[src/scm_pkg.sv]
// Shared constants and types of the system clock mode control block
package scm_pkg;

   // Reference rates; the oscillator rates are nominal, not measured
   localparam int unsigned SYS_CLK_HZ = 40_000_000;
   localparam int unsigned FAST_INT_RC_HZ = 8_000_000;
   localparam int unsigned SLOW_CRYSTAL_HZ = 32_768;
   localparam int unsigned SLOW_INT_RC_HZ = 32_000;

   // Register offsets
   localparam logic [7:0] OFS_MODE_CTRL = 8'h00;
   localparam logic [7:0] OFS_MODE_EXT = 8'h01;
   localparam logic [7:0] OFS_LXT_PWR = 8'h02;
   localparam logic [7:0] OFS_STATUS = 8'h03;

   // Field positions
   localparam int unsigned DIV_SEL_HI = 7;
   localparam int unsigned DIV_SEL_LO = 5;
   localparam int unsigned IDLE_EN_BIT = 1;
   localparam int unsigned HL_SEL_BIT = 0;
   localparam int unsigned KEEP_ON_BIT = 7;
   localparam int unsigned LXT_LP_BIT = 0;
   localparam int unsigned STAT_RUN_BIT = 3;

   // Reset values
   localparam logic [7:0] MODE_CTRL_RST = 8'h03;
   localparam logic [7:0] MODE_EXT_RST = 8'h00;
   localparam logic [7:0] LXT_PWR_RST = 8'h00;

   // Divider select codes at or below this pick the substitute clock
   localparam logic [2:0] DIV_SUB_MAX = 3'h1;
   localparam int unsigned FAST_DIV_W = 6;

   // Configuration option encodings
   localparam logic [1:0] CFG_FAST_XTAL = 2'h0;
   localparam logic [1:0] CFG_FAST_EXT_RC = 2'h1;
   localparam logic [1:0] CFG_FAST_INT_RC = 2'h2;
   localparam logic CFG_SLOW_INT_RC = 1'b0;
   localparam logic CFG_SLOW_XTAL = 1'b1;

   // Clock source codes seen by the glitch-free switch
   localparam logic [3:0] SRC_OFF = 4'h0;
   localparam logic [3:0] SRC_SUB = 4'h1;
   localparam logic [3:0] SRC_FAST = 4'h2;
   localparam logic SRC_DIV_FLAG = 1'b1;

   typedef enum logic [2:0] {
      MODE_NORMAL = 3'h0,
      MODE_SLOW = 3'h1,
      MODE_IDLE_ALL_STOP = 3'h2,
      MODE_IDLE_CLOCK_RUN = 3'h3,
      MODE_SLEEP_ALL_OFF = 3'h4,
      MODE_SLEEP_SUB_ON = 3'h5,
      MODE_WAKE_SUB = 3'h6
   } scm_mode_t;

endpackage : scm_pkg

[src/scm_sel_if.sv]
// Source request and current source between mode control and switch
`timescale 1ns/1ps
interface scm_sel_if;
   logic [3:0] req_code;
   logic req_lvl;
   logic [3:0] cur_code;
   logic cur_lvl;

   modport ctrl (output req_code, output req_lvl, output cur_lvl,
                 input cur_code);
   modport mux (input req_code, input req_lvl, input cur_lvl,
                output cur_code);
endinterface : scm_sel_if

[src/scm_fast_div.sv]
// Ripple-free divider of the sampled fast clock, /2 up to /2**W
`timescale 1ns/1ps
module scm_fast_div #(
   parameter int unsigned W = scm_pkg::FAST_DIV_W
) (
   input wire logic sys_clk,
   input wire logic rst_n,
   input wire logic fast_lvl,
   output logic [W-1:0] div_ff
);
   logic prev_ff;

   always_ff @(posedge sys_clk or negedge rst_n)
   begin
      if (!rst_n)
      begin
         prev_ff <= 1'b0;
      end
      else
      begin
         prev_ff <= fast_lvl;
      end
   end

   // Bit k toggles every 2**k fast rising edges, giving fast/2**(k+1)
   always_ff @(posedge sys_clk or negedge rst_n)
   begin
      if (!rst_n)
      begin
         div_ff <= '0;
      end
      else if (fast_lvl && !prev_ff)
      begin
         div_ff <= div_ff + W'(1);
      end
   end
endmodule : scm_fast_div

[src/scm_glitch_mux.sv]
// Glitch-free switch between clock source levels
`timescale 1ns/1ps
module scm_glitch_mux (
   input wire logic sys_clk,
   input wire logic rst_n,
   scm_sel_if.mux sel,
   output logic clk_ff
);
   logic [3:0] cur_ff;
   logic park_ff;
   logic park_lvl_ff;
   logic seen_fall_ff;

   assign sel.cur_code = cur_ff;

   // glitch-free hand-over
   // Leave the old source only in its low phase, then hold low through one
   // whole low phase of the new source, so no phase is ever cut short.
   always_ff @(posedge sys_clk or negedge rst_n)
   begin
      if (!rst_n)
      begin
         cur_ff <= scm_pkg::SRC_OFF;
         park_ff <= 1'b0;
         park_lvl_ff <= 1'b0;
         seen_fall_ff <= 1'b0;
         clk_ff <= 1'b0;
      end
      else if (park_ff)
      begin
         cur_ff <= sel.req_code;
         clk_ff <= 1'b0;
         park_lvl_ff <= sel.req_lvl && (sel.req_code == cur_ff);
         // A request that moves while parked restarts the wait
         if (sel.req_code != cur_ff)
            seen_fall_ff <= 1'b0;
         else if (park_lvl_ff && !sel.req_lvl)
            seen_fall_ff <= 1'b1;
         else if (seen_fall_ff && sel.req_lvl)
         begin
            park_ff <= 1'b0;
            seen_fall_ff <= 1'b0;
            clk_ff <= 1'b1;
         end
      end
      else if (sel.req_code != cur_ff && !clk_ff && !sel.cur_lvl)
      begin
         cur_ff <= sel.req_code;
         park_ff <= 1'b1;
         park_lvl_ff <= 1'b0;
         seen_fall_ff <= 1'b0;
         clk_ff <= 1'b0;
      end
      else
      begin
         clk_ff <= sel.cur_lvl;
      end
   end
endmodule : scm_glitch_mux

[src/scm_top.sv]
// System clock source, divider and operating mode control
//
// Local design decisions: the placing of the registers and strobed register access.
`timescale 1ns/1ps
module scm_top (
   input wire logic sys_clk,
   input wire logic rst_n,
   input wire logic [7:0] reg_addr,
   input wire logic [7:0] reg_wdata,
   input wire logic reg_wr,
   input wire logic reg_rd,
   output logic [7:0] reg_rdata,
   input wire logic fast_crystal_osc,
   input wire logic fast_external_rc_osc,
   input wire logic fast_internal_rc_osc,
   input wire logic slow_crystal_osc,
   input wire logic slow_internal_rc_osc,
   input wire logic fast_osc_ready,
   input wire logic [1:0] cfg_fast_src,
   input wire logic cfg_slow_src,
   input wire logic halt_req,
   input wire logic wake_req,
   input wire logic sub_keep_req,
   output logic system_clock_out,
   output logic sub_clock_out,
   output logic cpu_run,
   output logic [2:0] op_mode,
   output logic [2:0] fast_osc_en,
   output logic slow_crystal_en,
   output logic slow_rc_en,
   output logic slow_crystal_power_sel,
   output logic pb1_gpio_free,
   output logic pb2_gpio_free,
   output logic xt_pins_gpio_free
);
   localparam int unsigned NSYNC = 9;
   localparam int unsigned DW = scm_pkg::FAST_DIV_W;

   logic [NSYNC-1:0] async_in;
   logic [NSYNC-1:0] meta_ff;
   logic [NSYNC-1:0] sync_ff;
   logic fxt_s, ferc_s, firc_s, sxt_s, sirc_s, frdy_s, sslow_s;
   logic [1:0] sfast_s;
   logic fast_lvl, sub_lvl;
   logic [DW-1:0] div_ff;
   logic mux_clk_ff;

   logic [2:0] div_sel_ff;
   logic idle_en_ff, hl_sel_ff, keep_on_ff, lxt_lp_ff;
   scm_pkg::scm_mode_t mode_ff, nxt_mode, run_mode, halt_mode;
   logic [3:0] sel_code, nxt_req;
   logic fast_on, sub_on;

   logic [7:0] rdata_ff;
   logic sys_out_ff, sub_out_ff, cpu_run_ff;
   logic [2:0] fast_en_ff;
   logic sxt_en_ff, sirc_en_ff;
   logic pb1_ff, pb2_ff, xt_free_ff;

   scm_sel_if sel_if ();

   assign async_in = {cfg_slow_src, cfg_fast_src, fast_osc_ready,
                      slow_internal_rc_osc, slow_crystal_osc,
                      fast_internal_rc_osc, fast_external_rc_osc,
                      fast_crystal_osc};

   // Oscillators and option pins are asynchronous to sys_clk
   genvar gi;
   generate
      for (gi = 0; gi < NSYNC; gi++)
      begin : g_sync
         always_ff @(posedge sys_clk or negedge rst_n)
         begin
            if (!rst_n)
            begin
               meta_ff[gi] <= 1'b0;
               sync_ff[gi] <= 1'b0;
            end
            else
            begin
               meta_ff[gi] <= async_in[gi];
               sync_ff[gi] <= meta_ff[gi];
            end
         end
      end
   endgenerate

   assign fxt_s = sync_ff[0];
   assign ferc_s = sync_ff[1];
   assign firc_s = sync_ff[2];
   assign sxt_s = sync_ff[3];
   assign sirc_s = sync_ff[4];
   assign frdy_s = sync_ff[5];
   assign sfast_s = sync_ff[7:6];
   assign sslow_s = sync_ff[8];

   // nominal-rate sources
   // Sampling at 40 MHz keeps edges of the 8 MHz and slower sources.
   always_comb
   begin
      unique case (sfast_s)
         scm_pkg::CFG_FAST_XTAL: fast_lvl = fxt_s;
         scm_pkg::CFG_FAST_EXT_RC: fast_lvl = ferc_s;
         default: fast_lvl = firc_s;
      endcase
      sub_lvl = (sslow_s == scm_pkg::CFG_SLOW_XTAL) ? sxt_s : sirc_s;
   end

   scm_fast_div #(.W(DW)) u_div (
      .sys_clk(sys_clk),
      .rst_n(rst_n),
      .fast_lvl(fast_lvl),
      .div_ff(div_ff)
   );

   // Register writes; reserved bits are dropped
   always_ff @(posedge sys_clk or negedge rst_n)
   begin
      if (!rst_n)
      begin
         div_sel_ff <= scm_pkg::MODE_CTRL_RST[scm_pkg::DIV_SEL_HI:
                                              scm_pkg::DIV_SEL_LO];
         idle_en_ff <= scm_pkg::MODE_CTRL_RST[scm_pkg::IDLE_EN_BIT];
         hl_sel_ff <= scm_pkg::MODE_CTRL_RST[scm_pkg::HL_SEL_BIT];
         keep_on_ff <= scm_pkg::MODE_EXT_RST[scm_pkg::KEEP_ON_BIT];
         lxt_lp_ff <= scm_pkg::LXT_PWR_RST[scm_pkg::LXT_LP_BIT];
      end
      else if (reg_wr)
      begin
         if (reg_addr == scm_pkg::OFS_MODE_CTRL)
         begin
            div_sel_ff <= reg_wdata[scm_pkg::DIV_SEL_HI:
                                    scm_pkg::DIV_SEL_LO];
            idle_en_ff <= reg_wdata[scm_pkg::IDLE_EN_BIT];
            hl_sel_ff <= reg_wdata[scm_pkg::HL_SEL_BIT];
         end
         if (reg_addr == scm_pkg::OFS_MODE_EXT)
         begin
            keep_on_ff <= reg_wdata[scm_pkg::KEEP_ON_BIT];
         end
         if (reg_addr == scm_pkg::OFS_LXT_PWR)
         begin
            lxt_lp_ff <= reg_wdata[scm_pkg::LXT_LP_BIT];
         end
      end
   end

   // Read data stand one cycle after the strobe; unmapped reads give 0
   always_ff @(posedge sys_clk or negedge rst_n)
   begin
      if (!rst_n)
      begin
         rdata_ff <= 8'h00;
      end
      else if (reg_rd)
      begin
         rdata_ff <= 8'h00;
         unique case (reg_addr)
            scm_pkg::OFS_MODE_CTRL:
            begin
               rdata_ff[scm_pkg::DIV_SEL_HI:scm_pkg::DIV_SEL_LO] <=
                  div_sel_ff;
               rdata_ff[scm_pkg::IDLE_EN_BIT] <= idle_en_ff;
               rdata_ff[scm_pkg::HL_SEL_BIT] <= hl_sel_ff;
            end
            scm_pkg::OFS_MODE_EXT:
               rdata_ff[scm_pkg::KEEP_ON_BIT] <= keep_on_ff;
            scm_pkg::OFS_LXT_PWR:
               rdata_ff[scm_pkg::LXT_LP_BIT] <= lxt_lp_ff;
            scm_pkg::OFS_STATUS:
            begin
               rdata_ff[2:0] <= mode_ff;
               rdata_ff[scm_pkg::STAT_RUN_BIT] <= cpu_run_ff;
            end
            default:
               rdata_ff <= 8'h00;
         endcase
      end
   end

   always_comb
   begin
      if (hl_sel_ff)
      begin
         run_mode = scm_pkg::MODE_NORMAL;
         sel_code = scm_pkg::SRC_FAST;
      end
      else if (div_sel_ff > scm_pkg::DIV_SUB_MAX)
      begin
         run_mode = scm_pkg::MODE_NORMAL;
         sel_code = {scm_pkg::SRC_DIV_FLAG, div_sel_ff};
      end
      else
      begin
         run_mode = scm_pkg::MODE_SLOW;
         sel_code = scm_pkg::SRC_SUB;
      end
   end

   // idle choice on halt
   // Sleep keeps the substitute clock when watchdog or detector need it.
   always_comb
   begin
      if (idle_en_ff)
      begin
         halt_mode = keep_on_ff ? scm_pkg::MODE_IDLE_CLOCK_RUN
                                : scm_pkg::MODE_IDLE_ALL_STOP;
      end
      else
      begin
         halt_mode = sub_keep_req ? scm_pkg::MODE_SLEEP_SUB_ON
                                  : scm_pkg::MODE_SLEEP_ALL_OFF;
      end
   end

   always_comb
   begin
      nxt_mode = mode_ff;
      unique case (mode_ff)
         scm_pkg::MODE_NORMAL, scm_pkg::MODE_SLOW:
            nxt_mode = halt_req ? halt_mode : run_mode;
         // substitute clock until fast is ready
         scm_pkg::MODE_WAKE_SUB:
         begin
            if (halt_req)
               nxt_mode = halt_mode;
            else if (frdy_s || run_mode == scm_pkg::MODE_SLOW)
               nxt_mode = run_mode;
         end
         scm_pkg::MODE_IDLE_ALL_STOP, scm_pkg::MODE_SLEEP_SUB_ON:
         begin
            if (wake_req)
               nxt_mode = (run_mode == scm_pkg::MODE_NORMAL)
                          ? scm_pkg::MODE_WAKE_SUB : run_mode;
         end
         scm_pkg::MODE_IDLE_CLOCK_RUN, scm_pkg::MODE_SLEEP_ALL_OFF:
         begin
            if (wake_req)
               nxt_mode = run_mode;
         end
         default:
            nxt_mode = scm_pkg::MODE_NORMAL;
      endcase
   end

   always_ff @(posedge sys_clk or negedge rst_n)
   begin
      if (!rst_n)
      begin
         mode_ff <= scm_pkg::MODE_NORMAL;
      end
      else
      begin
         mode_ff <= nxt_mode;
      end
   end

   // fast clock, divided or undivided, in full speed
   always_comb
   begin
      unique case (mode_ff)
         scm_pkg::MODE_NORMAL, scm_pkg::MODE_IDLE_CLOCK_RUN:
            nxt_req = sel_code;
         scm_pkg::MODE_SLOW, scm_pkg::MODE_WAKE_SUB:
            nxt_req = scm_pkg::SRC_SUB;
         default:
            nxt_req = scm_pkg::SRC_OFF;
      endcase
      sub_on = (mode_ff != scm_pkg::MODE_SLEEP_ALL_OFF);
      fast_on = (mode_ff == scm_pkg::MODE_NORMAL) ||
                (mode_ff == scm_pkg::MODE_WAKE_SUB) ||
                (mode_ff == scm_pkg::MODE_IDLE_CLOCK_RUN &&
                 run_mode == scm_pkg::MODE_NORMAL);
   end

   function automatic logic src_lvl(input logic [3:0] code,
                                    input logic sub,
                                    input logic fast,
                                    input logic [DW-1:0] div);
      logic [2:0] idx;
      idx = 3'(3'h7 - code[2:0]);
      if (code[3] == scm_pkg::SRC_DIV_FLAG)
         src_lvl = div[idx];
      else if (code == scm_pkg::SRC_FAST)
         src_lvl = fast;
      else if (code == scm_pkg::SRC_SUB)
         src_lvl = sub;
      else
         src_lvl = 1'b0;
   endfunction : src_lvl

   assign sel_if.req_code = nxt_req;
   assign sel_if.req_lvl = src_lvl(nxt_req, sub_lvl, fast_lvl, div_ff);
   assign sel_if.cur_lvl = src_lvl(sel_if.cur_code, sub_lvl, fast_lvl,
                                   div_ff);

   scm_glitch_mux u_mux (
      .sys_clk(sys_clk),
      .rst_n(rst_n),
      .sel(sel_if.mux),
      .clk_ff(mux_clk_ff)
   );

   // Outputs registered; clocks lag their sources by a few cycles
   always_ff @(posedge sys_clk or negedge rst_n)
   begin
      if (!rst_n)
      begin
         sys_out_ff <= 1'b0;
         sub_out_ff <= 1'b0;
         cpu_run_ff <= 1'b0;
         fast_en_ff <= 3'h0;
         sxt_en_ff <= 1'b0;
         sirc_en_ff <= 1'b0;
      end
      else
      begin
         sys_out_ff <= mux_clk_ff;
         // substitute clock to timebase and watchdog
         sub_out_ff <= sub_on & sub_lvl;
         cpu_run_ff <= (mode_ff == scm_pkg::MODE_NORMAL) ||
                       (mode_ff == scm_pkg::MODE_SLOW) ||
                       (mode_ff == scm_pkg::MODE_WAKE_SUB);
         fast_en_ff <= 3'h0;
         fast_en_ff[sfast_s == scm_pkg::CFG_FAST_XTAL ? 0 :
                    sfast_s == scm_pkg::CFG_FAST_EXT_RC ? 1 : 2] <= fast_on;
         sxt_en_ff <= sub_on && sslow_s == scm_pkg::CFG_SLOW_XTAL;
         sirc_en_ff <= sub_on && sslow_s == scm_pkg::CFG_SLOW_INT_RC;
      end
   end

   always_ff @(posedge sys_clk or negedge rst_n)
   begin
      if (!rst_n)
      begin
         pb1_ff <= 1'b0;
         pb2_ff <= 1'b0;
         xt_free_ff <= 1'b0;
      end
      else
      begin
         pb1_ff <= (sfast_s != scm_pkg::CFG_FAST_XTAL) &&
                   (sfast_s != scm_pkg::CFG_FAST_EXT_RC);
         pb2_ff <= (sfast_s != scm_pkg::CFG_FAST_XTAL);
         xt_free_ff <= (sslow_s != scm_pkg::CFG_SLOW_XTAL);
      end
   end

   assign reg_rdata = rdata_ff;
   assign system_clock_out = sys_out_ff;
   assign sub_clock_out = sub_out_ff;
   assign cpu_run = cpu_run_ff;
   assign op_mode = mode_ff;
   assign fast_osc_en = fast_en_ff;
   assign slow_crystal_en = sxt_en_ff;
   assign slow_rc_en = sirc_en_ff;
   // low power select drives the crystal
   assign slow_crystal_power_sel = lxt_lp_ff;
   assign pb1_gpio_free = pb1_ff;
   assign pb2_gpio_free = pb2_ff;
   assign xt_pins_gpio_free = xt_free_ff;
endmodule : scm_top

[config.mk]
export PLATFORM = sky130hd
export DESIGN_NAME = scm_top
export DESIGN_NICKNAME = d
export VERILOG_FILES = /design/src/scm_pkg.sv /design/src/scm_sel_if.sv /design/src/scm_fast_div.sv /design/src/scm_glitch_mux.sv /design/src/scm_top.sv
export SDC_FILE = /design/constraint.sdc
export NUM_CORES = 1
export LEC_CHECK = 0
export BUFFER_PORTS_ARGS = -buffer_cell sky130_fd_sc_hd__buf_2
export CAP_MARGIN = 20
export CORE_MARGIN = 10
export CORE_UTILIZATION = 49
export CTS_BUF_LIST = sky130_fd_sc_hd__clkbuf_16
export DETAILED_ROUTE_END_ITERATION = 10
export HOLD_SLACK_MARGIN = 0.02
export PLACE_DENSITY = 0.75
export RECOVER_POWER = 100
export SYNTH_ARGS = -nofsm -noshare
export SYNTH_HDL_FRONTEND = slang
export SYNTH_HIERARCHICAL = 1
export SYNTH_SLANG_ARGS = --single-unit
export TNS_END_PERCENT = 50
[constraint.sdc]
create_clock -name sys_clk -period 2 [get_ports sys_clk]
set_input_delay 0.1 -clock sys_clk [delete_from_list [all_inputs] [get_ports sys_clk]]
set_output_delay 0.1 -clock sys_clk [all_outputs]
set_load 0.02 [all_outputs]
==> results.ini, run 1 <==
[clocking]
clockBufferDepth=2
cts_sinks=61
clock_latency_ps=320
cts_root_buffer=clkbuf_16
cts_tree=done
h-tree-depth=3
cts.clk_slew.worst_paths_ps=50
cts_made_buffers=9

[placed_design]
dpl.hpwl_mm=4.06
portBuffers=50
place_ws_ps=-228
place_congestion=0.820

[cells_and_area]
multi_input_area_um2=1150
synthToLayoutAreaGrowth_pct=37.1
nets=354
layout.area.seq_um2=1530
n_antenna_cell=0
fillers=386
post-route-util=0.703
drive_above_1_share=0.340

[global_route]
antenna_found_initial=0
grt_max_degree=62
grt-ovfl-total=0
grt_pass1_wl_mm=10.8
first_global_vias=2284
globalRouteTotalUtil=0.155

[logic_synthesis]
synth.largest_area_cell=dfrtp_1
synth_seq_cells=61
synth-compound-area-share=0.110
syn_nets=262
avgSynthCellArea_um2=11.7
async_flop_share=1.00
synthAdderAreaFrac=0.00469
synth_edf_count=0
synth_area_leaders=dfrtp_1, mux2_2, xor2_1
yosysTopAreaCellShare=0.553
synth_warnings=6
synthMuxAreaShare=0.0999
ys_seq_area_frac=0.573
synth-xor-area-share=0.0361
synthesis.instances=229
synth.distinct_cells=50
synth_top_family_by_area=simple AND/OR/NAND/NOR gates
post_synth_and_or_nand_nor_area_fraction=0.137
syn-cell-area_um2=2670
yosysMostFrequentCell=dfrtp_1
ys_top_cells_by_count=dfrtp_1, inv_1, mux2_2
synth-main-ff-cell=dfrtp_1

[power]
power.density_nw_per_um2=1260
p_leak_nw=1.69
ir_worst_vdd_uv=715

[routing]
dr.pass1.iters=4
avgViaCountPerCell=5.22
drt_iter0_markers=69
drc=0
wl_per_cell_um=15.9
detail-route-antenna-nets=0
vias=2066
routed_wl_mm=6.32

[floorplanning]
io_pins=55
die_h_um=93.8
row_count=26
die_w_um=93.8
dieArea_um2=8800
design.core.area_um2=5200
initial_core_util=0.513

[worst_hold_path]
min_path_type=input port to register

[sta]
hold_violations=0
min_period_ps=2250
finalClockSkew_ps=5.78
fin_crit_sh=1.12
fmax_mhz=445
setup_violations=8
setup_slack_ps=-246
max_slew.worst_pin.slew_ps=1430
rsz0062_at_grt=true
slew_violations=0
relSlewSlack=0.0434
hold_slack_ps=23.6

[critical_path]
cp-start-kind=register
path_delay_family=compound AO/OA/AOI/OAI gates
cp-end-kind=register
slowest_stage=dfrtp_2
crit_buf_inv=0
crit_chain=and3b_4 -> a311oi_4 -> mux2i_1 -> and4bb_2 -> a311o_2 -> and2_4 -> a32o_1
required_ps=2200
max_stage_delay_ps=450
path_class=register to register
r2r_slack_ps=-250
crit_arrival_ps=2450
crit_fanout=5

[run_status]
violations=setup timing
status=complete, but fails checks

[job]
drv_cap=0

[per-stage QoR]
stage	total power, mW	std cells	setup TNS, ps	cell area, µm²
floorplan	2.45	229	-338	2680
global route	4.86	396	-2980	3660
global placement	2.96	365	-897	3180
CTS	4.57	396	-1060	3670
finish	4.61	396	-1650	3660
detailed placement	2.98	365	-1120	3180
[area by class of cell]
class / instances / area share
Clock buffer: 9 / 0.0615
Clock inverter: 7 / 0.0181
Inverter: 15 / 0.0154
Multi-Input combinational cell: 143 / 0.314
Sequential cell: 61 / 0.419
Tap cell: 70 / 0.0239
Timing Repair Buffer: 91 / 0.148
[where the power goes]
part / leakage [nW] / internal [mW] / switching, mW
clock: 0.135 / 0.953 / 0.531
combinational: 0.800 / 0.725 / 0.798
sequential: 0.753 / 1.44 / 0.163
total: 1.69 / 3.11 / 1.49
[cell usage in the layout (no fill, tap or decap), types with 2 or more instances in the layout]
cell type      Yosys  final
a2111oi_2          0      2
a21oi_1            6      5
a31oi_1            3      3
and3_1             3      3
buf_2              2     28
buf_4              1     22
clkbuf_1           7     27
clkbuf_16          0      9
clkinv_2           0      2
clkinvlp_4         0      3
dfrtp_1           59     56
dfrtp_2            0      3
dfstp_2            2      2
dlygate4sd3_1      0     12
inv_1             15     15
mux2_1             0      2
mux2_2            15     10
mux2_4             1      4
mux2i_1            6      6
nand2_1           12     12
nand3_1           11     11
nand4_1            3      3
nor2_1            13     13
nor2b_1            5      5
nor3_1             5      2
nor3_2             0      3
nor3b_1            3      2
o21ai_0           11     10
o22ai_1            3      3
xnor2_1            4      4
xor2_1             7      6
[metal layers]
layer  part of all wire  GRT usage
met4              0.015     0.0658
met1               0.43      0.179
met5                  0          0
met2               0.50      0.253
met3              0.054     0.0560
[what timing repair did]
item,CTS,global route
endpoints found under the hold margin,70,0
hold buffers,12,0
resized for setup,11,14
buffers inserted,3,0
setup endpoints to repair,8,9
pin swaps,1,2
[sequential cells by signal, summed over array words and instances (netlist names), 2 cells and up]
name and cells:
op_mode 3, reg_rdata 7, fast_osc_en 3, meta_ff 9
sfast_s 2, div_sel_ff 3, u_div/div_ff 6, u_mux/sel.cur_code 4
[cells by family after synthesis]
family	Yosys count
simple gates	67
flops	61
other cells	1
fa+ha+maj	1
xor+xnor	11
mux	23
buf+inv	25
compound gates	40
[path summary, 6_finish.rpt]
kind / from / to / cells after the start
worst max register to register: op_mode[2] / u_mux/park_lvl_ff / 7
worst min-delay path: reg_wdata[1] / idle_en_ff / 2
min in group asynchronous: rst_n / reg_rdata[0] / 3
max in group asynchronous: rst_n / op_mode[1] / 3
worst min register to register: meta_ff[0] / fxt_s / 0
worst max-delay path: op_mode[2] / u_mux/park_lvl_ff / 7
No activity file was read; power rests on OpenSTA's default activity.
==> run 2: changes to the inputs <==
--- a/config.mk
+++ b/config.mk
@@ -11,6 +11,7 @@
 export CORE_UTILIZATION = 49
 export CTS_BUF_LIST = sky130_fd_sc_hd__clkbuf_16
 export DETAILED_ROUTE_END_ITERATION = 10
+export GPL_TIMING_DRIVEN = 0
 export HOLD_SLACK_MARGIN = 0.02
 export PLACE_DENSITY = 0.75
 export RECOVER_POWER = 100
==> constraint.sdc (replaced) <==
create_clock -name sys_clk -period 2 [get_ports sys_clk]
set_input_delay 0.1 -clock sys_clk [delete_from_list [all_inputs] [get_ports sys_clk]]
set_output_delay 0.1 -clock sys_clk [all_outputs]
set_load 0.05 [all_outputs]
==> run 2 against run 1 <==
Compared with the run above:
- the flow still finishes with violations (setup timing)
- clock-buffer cell count unchanged
- sequential power up 3%
- clock power down 8%
- critical path depth unchanged
- design area down 3.7%
- fmax down 1.3%
- cell count down 2.8%
- worst hold slack better by 22 ps
- largest cell class unchanged
- largest power group unchanged
==> results.ini, run 2 (same netlist as run 1, synthesis figures left out) <==
[run_status]
status=complete, but fails checks
violations=setup timing

[routing]
drt_iter0_markers=102
avgViaCountPerCell=5.18
dr.pass1.iters=4
vias=1995
wl_per_cell_um=15.0
routed_wl_mm=5.79
detail-route-antenna-nets=0
drc=0

[floorplanning]
die_w_um=93.8
initial_core_util=0.513
row_count=26
dieArea_um2=8800
die_h_um=93.8
design.core.area_um2=5200
io_pins=55

[critical_path]
max_stage_delay_ps=450
cp-start-kind=register
crit_arrival_ps=2480
reg2regPathDepth=7
cp-end-kind=register
path_class=register to register
required_ps=2210
crit_fanout=6
slowest_stage=dfrtp_2
crit_chain=and3b_4 -> a311oi_4 -> mux2i_1 -> and4bb_2 -> a311o_2 -> and2_4 -> a32o_1

[placed_design]
dpl.hpwl_mm=3.98
place_ws_ps=-388
place_congestion=0.877
portBuffers=48

[global_route]
grt_max_degree=33
antenna_found_initial=0
grt-ovfl-total=0
grt_pass1_wl_mm=9.78
globalRouteTotalUtil=0.140
first_global_vias=2113

[cells_and_area]
n_antenna_cell=0
drive_above_1_share=0.311
post-route-util=0.677
layout.cells.most_common=dfrtp_1
largest_register_ffs=9
synthToLayoutAreaGrowth_pct=32.1
largest_register=meta_ff
nets=343
most-common-layout-cells=dfrtp_1, buf_2, clkbuf_1

[power]
p_comb_frac=0.334
power.density_nw_per_um2=1280
power_frac_seq=0.365
clkPwrFrac=0.301
power_switching_mw=1.60
p_int_mw=2.92
total_power_mw=4.51
p_leak_nw=1.63
ir_worst_vdd_uv=612
switching_share=0.354

[clocking]
clockBufferDepth=2
clock_latency_ps=320
cts.clk_slew.worst_paths_ps=50
cts_sinks=61
cts_root_buffer=clkbuf_16
cts_tree=done
h-tree-depth=3
cts_made_buffers=9

[job]
drv_cap=0

[worst_hold_path]
min_path_type=input port to register
worstHoldPathCells=2

[sta]
slew_violations=0
fin_tns_setup_ps=-1420
relSlewSlack=0.499
finalClockSkew_ps=4.54
hold_slack_ps=45.4
max_slew.worst_pin.slew_ps=751
setup_violations=8
setup_slack_ps=-276
fin_crit_sh=1.14
hold_violations=0
min_period_ps=2280
rsz0062_at_grt=true
fmax_mhz=439

-- run 2: worst max-delay path: cells and delay by family (launching register included) --
family / cells / cell delay, ps
AO/OA/AOI/OAI: 3 / 830
flip-flops: 1 / 450
multiplexers: 1 / 230
AND/OR/NAND/NOR: 3 / 640
-- run 2: final timing paths --
path | startpoint | to | slack (ps)
min in group asynchronous | rst_n | frdy_s | 360
worst max-delay path | op_mode[1] | u_mux/park_lvl_ff | -280
worst max register to register | op_mode[1] | u_mux/park_lvl_ff | -280
max in group asynchronous | rst_n | op_mode[2] | 400
worst min-delay path | reg_wdata[7] | div_sel_ff[2] | 50
worst min register to register | meta_ff[3] | sxt_s | 340
-- run 2: through the flow --
stage / cells / cell area (µm²)
2_1_floorplan: 229 / 2680
4_1_cts: 385 / 3530
3_5_place_dp: 348 / 3030
3_3_place_gp: 347 / 3010
5_1_grt: 385 / 3530
6_report: 385 / 3530
-- run 2: repair_timing --
item	CTS	global route
endpoints found under the hold margin	43	0
setup endpoints to repair	8	9
hold buffers	14	0
buffers inserted	7	0
pin swaps	6	4
resized for setup	12	11
-- run 2: power by group through the flow --
stage	Clock (mW)	Combinational, mW	Sequential (mW)
after CTS	1.38	1.42	1.63
final	1.36	1.51	1.65
after detailed placement	0	1.26	1.65
after global placement	0	1.23	1.65
after floorplan	0	0.745	1.85
after global routing	1.46	1.62	1.68
-- run 2: routing by layer --
| layer | vias to the layer above | routed length (µm) | track usage |
|---|---|---|---|
| li1 | 975 | - | - |
| met5 | - | 0 | 0 |
| met1 | 955 | 2560 | 0.166 |
| met3 | 8 | 425 | 0.0552 |
| met4 | 0 | 85 | 0.0772 |
| met2 | 57 | 2720 | 0.213 |
-- run 2: final cells by class --
class,count,area [µm²]
clock inverters,7,43.8
plain buffers,10,47.5
flip-flops and latches,61,1530
repair buffers,70,413
multi-input cells,143,1120
fillers,410,1680
well taps,70,87.6
inverters,15,56.3
clock buffers,9,225
==> run 3: changes to the inputs <==
--- a/config.mk
+++ b/config.mk
@@ -15,6 +15,7 @@
 export HOLD_SLACK_MARGIN = 0.02
 export PLACE_DENSITY = 0.75
 export RECOVER_POWER = 100
+export SKIP_LAST_GASP = 1
 export SYNTH_ARGS = -nofsm -noshare
 export SYNTH_HDL_FRONTEND = slang
 export SYNTH_HIERARCHICAL = 1
==> run 3 against run 2 <==
Compared with the run above:
- the run still ends with setup timing left
- clock-buffer cell count unchanged
- critical path depth rose by 1
- worst hold slack hardly changed
- total power is essentially flat
- first-iteration DRC count increased by 6.9%
- critical path type unchanged
- largest cell class unchanged
- largest power group unchanged
==> results.ini, run 3 (same netlist as run 1, synthesis figures left out) <==
[run_status]
status=complete, but fails checks
violations=setup timing

[global_route]
grt_pass1_wl_mm=9.78
globalRouteTotalUtil=0.140
grt-ovfl-total=0
grt_max_degree=33
first_global_vias=2113
antenna_found_initial=0

[floorplanning]
row_count=26
initial_core_util=0.513
die_h_um=93.8
die_w_um=93.8
io_pins=55
design.core.area_um2=5200
dieArea_um2=8800

[job]
drv_cap=0

[placed_design]
place_congestion=0.877
dpl.hpwl_mm=3.98
portBuffers=48

[worst_hold_path]
min_path_type=input port to register
whs_endpoint=div_sel_ff[2]
worstHoldPathCells=2
holdCritStartpoint=reg_wdata[7]

[sta]
fmax_mhz=439
finalClockSkew_ps=4.47
setup_slack_ps=-278
setup_violations=8
min_period_ps=2280
max_slew.worst_pin.slew_ps=751
hold_violations=0
rsz0062_at_grt=true
fin_crit_sh=1.14
slew_violations=0
relSlewSlack=0.500

[cells_and_area]
drive_above_1_share=0.308
nets=343
most-common-layout-cells=dfrtp_1, buf_2, clkbuf_1
post-route-util=0.677
layout.cells.most_common=dfrtp_1
largest_register=meta_ff
n_antenna_cell=0
largest_register_ffs=9
synthToLayoutAreaGrowth_pct=32.1

[critical_path]
slowest_stage=a311o_2
reg2regPathDepth=8
path_delay_family=compound AO/OA/AOI/OAI gates
crit_arrival_ps=2480
crit_chain=buf_4 -> xor2_1 -> or3_4 -> inv_2 -> o21ai_0 -> a311o_2 -> and2_4 -> a32o_1
r2r-start=op_mode[0]
crit_fanout=10
cp-end-kind=register
required_ps=2210
max_stage_delay_ps=430
cp-start-kind=register
crit_buf_inv=2
r2r-end=u_mux/park_lvl_ff
r2r_slack_ps=-280
path_class=register to register

[clocking]
h-tree-depth=3
clockBufferDepth=2
cts_tree=done
clock_latency_ps=320
cts_sinks=61
cts_made_buffers=9
cts.clk_slew.worst_paths_ps=50
cts_root_buffer=clkbuf_16

[routing]
dr.pass1.iters=4
avgViaCountPerCell=5.20
wl_per_cell_um=15.0
vias=2001
drc=0
routed_wl_mm=5.78
detail-route-antenna-nets=0
drt_iter0_markers=109

[power]
p_leak_nw=1.63
ir_worst_vdd_uv=612
power.density_nw_per_um2=1280
total_power_mw=4.51

==> run 3: cell counts in the layout (fill, tap and decap cells not counted) <==
No cell type changed its count.
==> run 3: worst max-delay path by stage <==
stage | startpoint | end | depth (start not counted)
2_1_floorplan | op_mode[0] | u_mux/park_lvl_ff | 7
3_3_place_gp | sfast_s[0] | u_mux/sel.cur_code[1] | 7
3_5_place_dp | div_sel_ff[0] | u_mux/park_lvl_ff | 8
4_1_cts | op_mode[1] | u_mux/park_lvl_ff | 7
5_1_grt | op_mode[1] | u_mux/park_lvl_ff | 8
6_report | op_mode[0] | u_mux/park_lvl_ff | 8
==> run 3: cell type report <==
class / instances / area (µm²)
Multi-Input combinational cell: 143 / 1120
Tap cell: 70 / 87.6
Clock buffer: 9 / 225
Fill cell: 409 / 1680
Timing Repair Buffer: 70 / 413
Clock inverter: 7 / 43.8
Buffer: 10 / 46.3
Inverter: 15 / 56.3
Sequential cell: 61 / 1530
==> run 3: metrics by stage <==
| step | hold slack (ps) | TNS (ps) | instance area, µm² | setup WS (ps) | std cells |
|---|---|---|---|---|---|
| 6_report | 45.4 | -1510 | 3520 | -278 | 385 |
| 5_1_grt | 44.2 | -2460 | 3520 | -341 | 385 |
| 4_1_cts | 37.0 | -1130 | 3530 | -252 | 385 |
| 3_5_place_dp | 189 | -2480 | 3030 | -388 | 348 |
| 3_3_place_gp | 208 | -2160 | 3010 | -329 | 347 |
| 2_1_floorplan | -196 | -1020 | 2680 | -292 | 229 |
==> run 3: power by group <==
| group | internal, mW | switching (mW) | total [mW] |
|---|---|---|---|
| logic | 0.649 | 0.853 | 1.50 |
| registers | 1.44 | 0.212 | 1.65 |
| clock network | 0.828 | 0.529 | 1.36 |
==> run 3: per-layer routing <==
layer | global-route usage | share of wire | routed length [µm] | vias to the layer above
li1 | - | - | - | 976
met1 | 0.166 | 0.44 | 2540 | 953
met2 | 0.213 | 0.47 | 2720 | 64
met3 | 0.0552 | 0.076 | 441 | 8
met4 | 0.0772 | 0.015 | 85 | 0
met5 | 0 | 0 | 0 | -
==> run 3: what timing repair did <==
item                                    4_1_cts  5_1_grt
endpoints found under the hold margin        43        0
endpoints found under the setup margin        8        9
cloned                                        0        0
hold buffers                                 14        0
gates resized for setup                      12        9
pin swaps                                     6        3
buffers inserted                              7        0
